==> src/hw/rtc_evt_pkg.sv <==
// Shared constants and carriers for the clock event status block.
// Assumes a 25 MHz system clock and a 32-bit APB register port.
package rtc_evt_pkg;

  // ----------------------------------------------------------------
  // Register map (printed offsets are indexes; byte address = 4*idx)
  // ----------------------------------------------------------------
  localparam logic [7:0]  IDX_CONTROL_B   = 8'h0b;
  localparam logic [7:0]  IDX_STATUS      = 8'h0c;
  localparam logic [7:0]  IDX_DATE_ALARM  = 8'h0d;
  localparam logic [11:0] ADDR_CONTROL_B  = {2'h0, IDX_CONTROL_B, 2'h0};
  localparam logic [11:0] ADDR_STATUS     = {2'h0, IDX_STATUS, 2'h0};
  localparam logic [11:0] ADDR_DATE_ALARM = {2'h0, IDX_DATE_ALARM, 2'h0};

  // ----------------------------------------------------------------
  // Field positions and reset values
  // ----------------------------------------------------------------
  localparam int         BIT_SUMMARY     = 7;
  localparam int         BIT_PERIODIC    = 6;
  localparam int         BIT_ALARM       = 5;
  localparam int         BIT_UPDATE      = 4;
  localparam int         BIT_INHIBIT     = 7;
  localparam int         DATE_W          = 6;
  localparam logic [7:0] CONTROL_B_RESET = 8'h00;
  localparam logic [5:0] DATE_RESET      = 6'h00;

  // ----------------------------------------------------------------
  // Timing
  // ----------------------------------------------------------------
  localparam int CLOCK_HZ        = 25000000;
  localparam int SECOND_MS       = 1000;
  localparam int SECOND_CYCLES   = CLOCK_HZ / 1000 * SECOND_MS;
  localparam int STABLE_MS       = 999;
  localparam int STABLE_CYCLES   = CLOCK_HZ / 1000 * STABLE_MS;

  // Event inputs grouped together
  typedef struct packed {
    logic periodic;
    logic alarm_hit;
  } evt_in_s;

endpackage : rtc_evt_pkg

==> src/hw/rtc_evt_status.sv <==
// Event status flags, summary request and date-alarm qualifier.
// Assumes event inputs are one-cycle pulses synchronous to clock.
// Overview of operation
// - Summary bit set when enabled flag set
// - Periodic tick sets sticky flag bit 6
// - Alarm match sets sticky flag bit 5
// - Update end sets sticky flag bit 4
// - Time registers frozen SECOND_CYCLES-1 cycles after update
// - Status read clears flags; events survive
// - Nonzero date field must equal month
// - Control bits 6..4 enable summary
// - Updates once per second unless inhibited
//
// The APB interface to the registers was left to the implementer.
`timescale 1ns/10ps
module rtc_evt_status #(
  parameter int SECOND_CYCLES = rtc_evt_pkg::SECOND_CYCLES
) (
  input  wire logic                 clock,
  input  wire logic                 rst_n,
  input  wire logic                 psel,
  input  wire logic                 penable,
  input  wire logic                 pwrite,
  input  wire logic [11:0]          paddr,
  input  wire logic [31:0]          pwdata,
  output logic      [31:0]          prdata,
  output logic                      pready,
  output logic                      pslverr,
  input  wire rtc_evt_pkg::evt_in_s evt_in,
  input  wire logic [7:0]           month,
  output logic                      update_done,
  output logic                      time_stable,
  output logic                      irq
);

  // ----------------------------------------------------------------
  // Bus decode
  // ----------------------------------------------------------------
  logic       access;
  logic       wr_en;
  logic       rd_status;
  logic [7:0] control_b_r;
  logic [5:0] date_r;
  logic [2:0] flags_r;
  logic       alarm_ok;
  logic       summary;
  logic       inhibit;
  logic [31:0] stable_r;

  // Zero wait states keep the read-clear to exactly one edge
  assign access    = psel && penable;
  assign wr_en     = access && pwrite;
  assign rd_status = access && !pwrite && (paddr == rtc_evt_pkg::ADDR_STATUS);
  assign pready    = 1'b1;

  function automatic logic mapped(input logic [11:0] a);
    mapped = (a == rtc_evt_pkg::ADDR_CONTROL_B) || (a == rtc_evt_pkg::ADDR_STATUS)
          || (a == rtc_evt_pkg::ADDR_DATE_ALARM);
  endfunction : mapped

  assign pslverr = access && !mapped(paddr);

  // ----------------------------------------------------------------
  // Writable registers
  // ----------------------------------------------------------------
  // Control register: inhibit and three enables; bits 3:0 stored too, bit 3 reads back as zero
  always_ff @(posedge clock or negedge rst_n)
  begin
    if (!rst_n)
      control_b_r <= rtc_evt_pkg::CONTROL_B_RESET;
    else if (wr_en && paddr == rtc_evt_pkg::ADDR_CONTROL_B)
      control_b_r <= pwdata[7:0];
  end

  // Date alarm field; upper bits reserved, read zero
  always_ff @(posedge clock or negedge rst_n)
  begin
    if (!rst_n)
      date_r <= rtc_evt_pkg::DATE_RESET;
    else if (wr_en && paddr == rtc_evt_pkg::ADDR_DATE_ALARM)
      date_r <= pwdata[5:0];
  end

  // ----------------------------------------------------------------
  // Update pacing
  // ----------------------------------------------------------------
  assign inhibit = control_b_r[rtc_evt_pkg::BIT_INHIBIT];

  update_pacer #(
    .PERIOD (SECOND_CYCLES)
  ) u_pacer (
    .clock       (clock),
    .rst_n       (rst_n),
    .inhibit     (inhibit),
    .update_done (update_done)
  );

  // stable window count
  // Time/date owner must not change registers while this is high
  always_ff @(posedge clock or negedge rst_n)
  begin
    if (!rst_n)
      stable_r <= 32'h0;
    else if (update_done)
      stable_r <= 32'(SECOND_CYCLES - 1);
    else if (stable_r != 32'h0)
      stable_r <= stable_r - 32'h1;
  end

  assign time_stable = (stable_r != 32'h0);

  // ----------------------------------------------------------------
  // Alarm qualification and flags
  // ----------------------------------------------------------------
  // month must match unless the date field is zero
  assign alarm_ok = (date_r == 6'h00) || ({2'h0, date_r} == month);

  always_ff @(posedge clock or negedge rst_n)
  begin
    if (!rst_n)
      flags_r <= 3'h0;
    else
      flags_r <= (rd_status ? 3'h0 : flags_r)
               | {evt_in.periodic, evt_in.alarm_hit && alarm_ok, update_done};
  end

  assign summary = |(flags_r & control_b_r[rtc_evt_pkg::BIT_PERIODIC:rtc_evt_pkg::BIT_UPDATE]);

  assign irq = summary;

  // Read data mux
  always_comb
  begin
    prdata = 32'h0;
    if (access && !pwrite)
    begin
      unique case (paddr)
        rtc_evt_pkg::ADDR_CONTROL_B:  prdata = {24'h0, control_b_r[7:4], 1'b0, control_b_r[2:0]};
        rtc_evt_pkg::ADDR_STATUS:     prdata = {24'h0, summary, flags_r, 4'h0};
        rtc_evt_pkg::ADDR_DATE_ALARM: prdata = {26'h0, date_r};
        default:                      prdata = 32'h0;
      endcase
    end
  end
endmodule : rtc_evt_status

==> src/hw/update_pacer.sv <==
// One-second update pacer: pulses update_done once per period.
// Assumes the pulse is the end of the time/date update step.
`timescale 1ns/10ps
module update_pacer #(
  parameter int PERIOD = rtc_evt_pkg::SECOND_CYCLES
) (
  input  wire logic clock,
  input  wire logic rst_n,
  input  wire logic inhibit,
  output logic      update_done
);

  logic [31:0] count_r;

  // Count held at zero while updates are inhibited
  always_ff @(posedge clock or negedge rst_n)
  begin
    if (!rst_n)
      count_r <= 32'h0;
    else if (inhibit)
      count_r <= 32'h0;
    else if (count_r == 32'(PERIOD - 1))
      count_r <= 32'h0;
    else
      count_r <= count_r + 32'h1;
  end

  assign update_done = !inhibit && (count_r == 32'(PERIOD - 1));

endmodule : update_pacer

==> config.mk <==
export PLATFORM = sky130hd
export DESIGN_NAME = rtc_evt_status
export DESIGN_NICKNAME = d
export VERILOG_FILES = /design/src/hw/rtc_evt_pkg.sv /design/src/hw/rtc_evt_status.sv /design/src/hw/update_pacer.sv
export SDC_FILE = /design/constraint.sdc
export NUM_CORES = 1
export LEC_CHECK = 0
export BUFFER_PORTS_ARGS = -buffer_cell sky130_fd_sc_hd__buf_2
export CORE_MARGIN = 4
export CORE_UTILIZATION = 40
export DETAILED_ROUTE_END_ITERATION = 10
export GPL_TIMING_DRIVEN = 0
export SYNTH_ARGS = -nofsm -noshare
export SYNTH_HDL_FRONTEND = slang
export SYNTH_SLANG_ARGS = --single-unit
==> constraint.sdc <==
create_clock -name clock -period 2.7 [get_ports clock]
set_input_delay 0.27 -clock clock [delete_from_list [all_inputs] [get_ports clock]]
set_output_delay 0.27 -clock clock [all_outputs]
set_load 0.02 [all_outputs]
==> reports/metrics.yaml <==
synth_seq_cells: 80
antennaDiodeCount: 0
tightest_slew_ns: 1.270
status: "complete, no violations"
rows: 38
setup_viol: 0
track_usage: 0.1569
synth_ff_type: "dfrtp_1"
avgSynthCellArea_um2: 9.649
finalWirelength_um: 9778
p_sw_frac: 0.2438
hpwl_um: 7161
power_w: 0.002433
htreeDepth: 3
grt_pass1_vias: 3495
die_y_um: 113.5
grt_pass1_wl_um: 16620
grt_overflow: 0
synth_top_cell_area_share: 0.4501
timing.final.crit_period_ns: 2.629
async_reset_ff_frac: 1.000
r2r_setup_slack_ns: 0.21
end_kind: "primary output"
hold_path_class: "in2reg"
post-place-ws_ns: -0.01756
nFillCells: 1066
cts.sinks: 80
mostFrequentLayoutCells: "dfrtp_1 (80), nor2_1 (64), buf_2 (47)"
clockPowerShare: 0.373
switchingPower_w: 0.0005931
place_inst: 671
core_region_area_um2: 10840
irDropWorstVdd_uv: 180.2
ant_nets: 0
nNetsFinal: 610
grt_max_degree: 65
routedWlPerCell_um: 14.11
antenna_found_initial: 0
ys_top_cells_by_area: "dfrtp_1 (45%), xor2_1 (6.9%), nor2_1 (5.4%), buf_4 (4.2%), mux2_2 (3.3%)"
min_period_over_period: 0.9736
root_buffer: "clkbuf_8"
required_ns: 2.43
chipWidth_um: 113.5
final.setup_skew_ns: 0.007228
cts_tree: "built"
cts_buffers: 9
path_clk_slew_ns: 0.08
via_count: 3646
gp_congestion: 0.8036
drc_errors: 0
regArea_um2: 2002
clk_latency_ns: 0.34
synth_top_area_cell: "dfrtp_1"
multiInputGateArea_um2: 2261
dieArea_um2: 12870
slew_violations: 0
layout-drive-gt1-share: 0.2441
dpl_cell_area_um2: 4970
syn_inst: 461
power.leakage_nw: 2.628
synth_edf_count: 0
cp_max_fo: 2
rsz0062_at_grt: "false"
cp_data_arrival_time_ns: 2.36
fin_cells: 693
whs_ns: 0.1032
yosysSeqAreaShare: 0.4501
maxCapViolations: 0
numPortBuffers: 46
drt-vias-per-instance: 5.261
cp-start-kind: "flip-flop"
path_class: "reg2out"
area_delta_synth_final_pct: 18.45
ys_warn_count: 0
drtPass1Iterations: 4
synth_cell_type_count: 57
start_util: 0.4103
power.internal_w: 0.001840
design_area_um2: 5269
clockBufferDepth: 2
seqPwrFrac: 0.533
timing.fmax_mhz: 380.4
io_pins: 96
power_density_nw_per_um2: 461.8
finalHoldViolCount: 0
netlist_area_um2: 4448
layout_commonest_cell: "dfrtp_1"
worst_slack_ns: 0.07129
relSlewSlack: 0.1468
drt_iter0_drc: 256
comb_power_share: 0.094
-- cell families (layout without fill, tap and decap cells) --
kind of cell               Yosys count  count (layout)  share of synthesized area
buffers and inverters               49             118                    0.06526
and+or+nand+nor                    214             214                     0.2681
other                                2              25                   0.001688
xor gates and xnor gates            48              48                    0.09451
adders and majority gates            2               2                   0.005625
AOI/OAI and AO/OA                   51              51                    0.07736
DFF                                 80              80                     0.4501
muxes                               15              15                    0.03741
-- area by class of cell --
cell class	instances	area share
multi-input combinational	355	0.4291
sequential	80	0.3800
timing repair buffer	54	0.06103
buffer	40	0.05058
tap	140	0.03325
clock buffer	12	0.03135
clock inverter	3	0.007599
inverter	9	0.007124
-- cell usage after synthesis (8+ instances only) --
cell / count
nor4_1: 10
mux2_2: 13
clkbuf_1: 10
dfrtp_1: 80
nor2_1: 64
buf_4: 25
inv_1: 9
nand3_1: 25
a21oi_1: 8
nand4_1: 23
xnor2_1: 13
nor3_1: 16
nand2_1: 22
o21ai_0: 12
xor2_1: 35
-- power by group through the flow --
stage	Clock [W]	Sequential [W]	Combinational (W)
2_1_floorplan	0	0.00131	0.000153
6_report	0.000908	0.00130	0.000228
3_3_place_gp	0	0.00132	0.000217
3_5_place_dp	0	0.00132	0.000227
4_1_cts	0.000943	0.00130	0.000229
5_1_grt	0.000998	0.00130	0.000259
-- stage by stage --
stage / setup TNS (ns) / util
after floorplan: 0 / -
after global placement: -0.02604 / 0.4557
after detailed placement: -0.01756 / 0.4584
after CTS: 0 / 0.4840
after global routing: 0 / 0.4860
final: 0 / 0.4860
-- worst paths after layout --
check                                              from                            end  cells after the start
setup / recovery           u_pacer.count_r[8]$_DFF_PN0_                    update_done                      6
hold / removal                                evt_in[1]           flags_r[2]$_DFF_PN0_                      2
setup reg to reg           u_pacer.count_r[8]$_DFF_PN0_       stable_r[12]$_DFFE_PN0P_                      7
hold reg to reg            u_pacer.count_r[0]$_DFF_PN0_   u_pacer.count_r[0]$_DFF_PN0_                      1
max in group asynchronous                         rst_n  u_pacer.count_r[27]$_DFF_PN0_                      3
min in group asynchronous                         rst_n       stable_r[29]$_DFFE_PN0P_                      2
-- critical path, cell delays in order (launching register included) --
cell,delay (ns)
dfrtp_1,0.39
or4_4,0.53
or4_4,0.43
or3_4,0.36
clkinvlp_4,0.10
buf_8,0.10
buf_6,0.10
-- metal layers --
metal | routed length (µm) | GRT usage
met3 | 518 | 0.03236
met5 | 0 | 0
met1 | 4615 | 0.2156
met4 | 101 | 0.04968
met2 | 4543 | 0.2504
-- flip-flops by register name, indices dropped and copies added (netlist names) --
name,flops
control_b_r,7
date_r,6
u_pacer.count_r,32
flags_r,3
stable_r,32
-- what timing repair did --
item | CTS | global route
setup endpoints to repair | 1 | 2
endpoints found under the hold margin | 16 | 0
pin swaps | 1 | 1
setup buffers | 5 | 1
gates resized for setup | 7 | 3
hold buffers | 1 | 0
No activity file was read; power rests on OpenSTA's default activity.
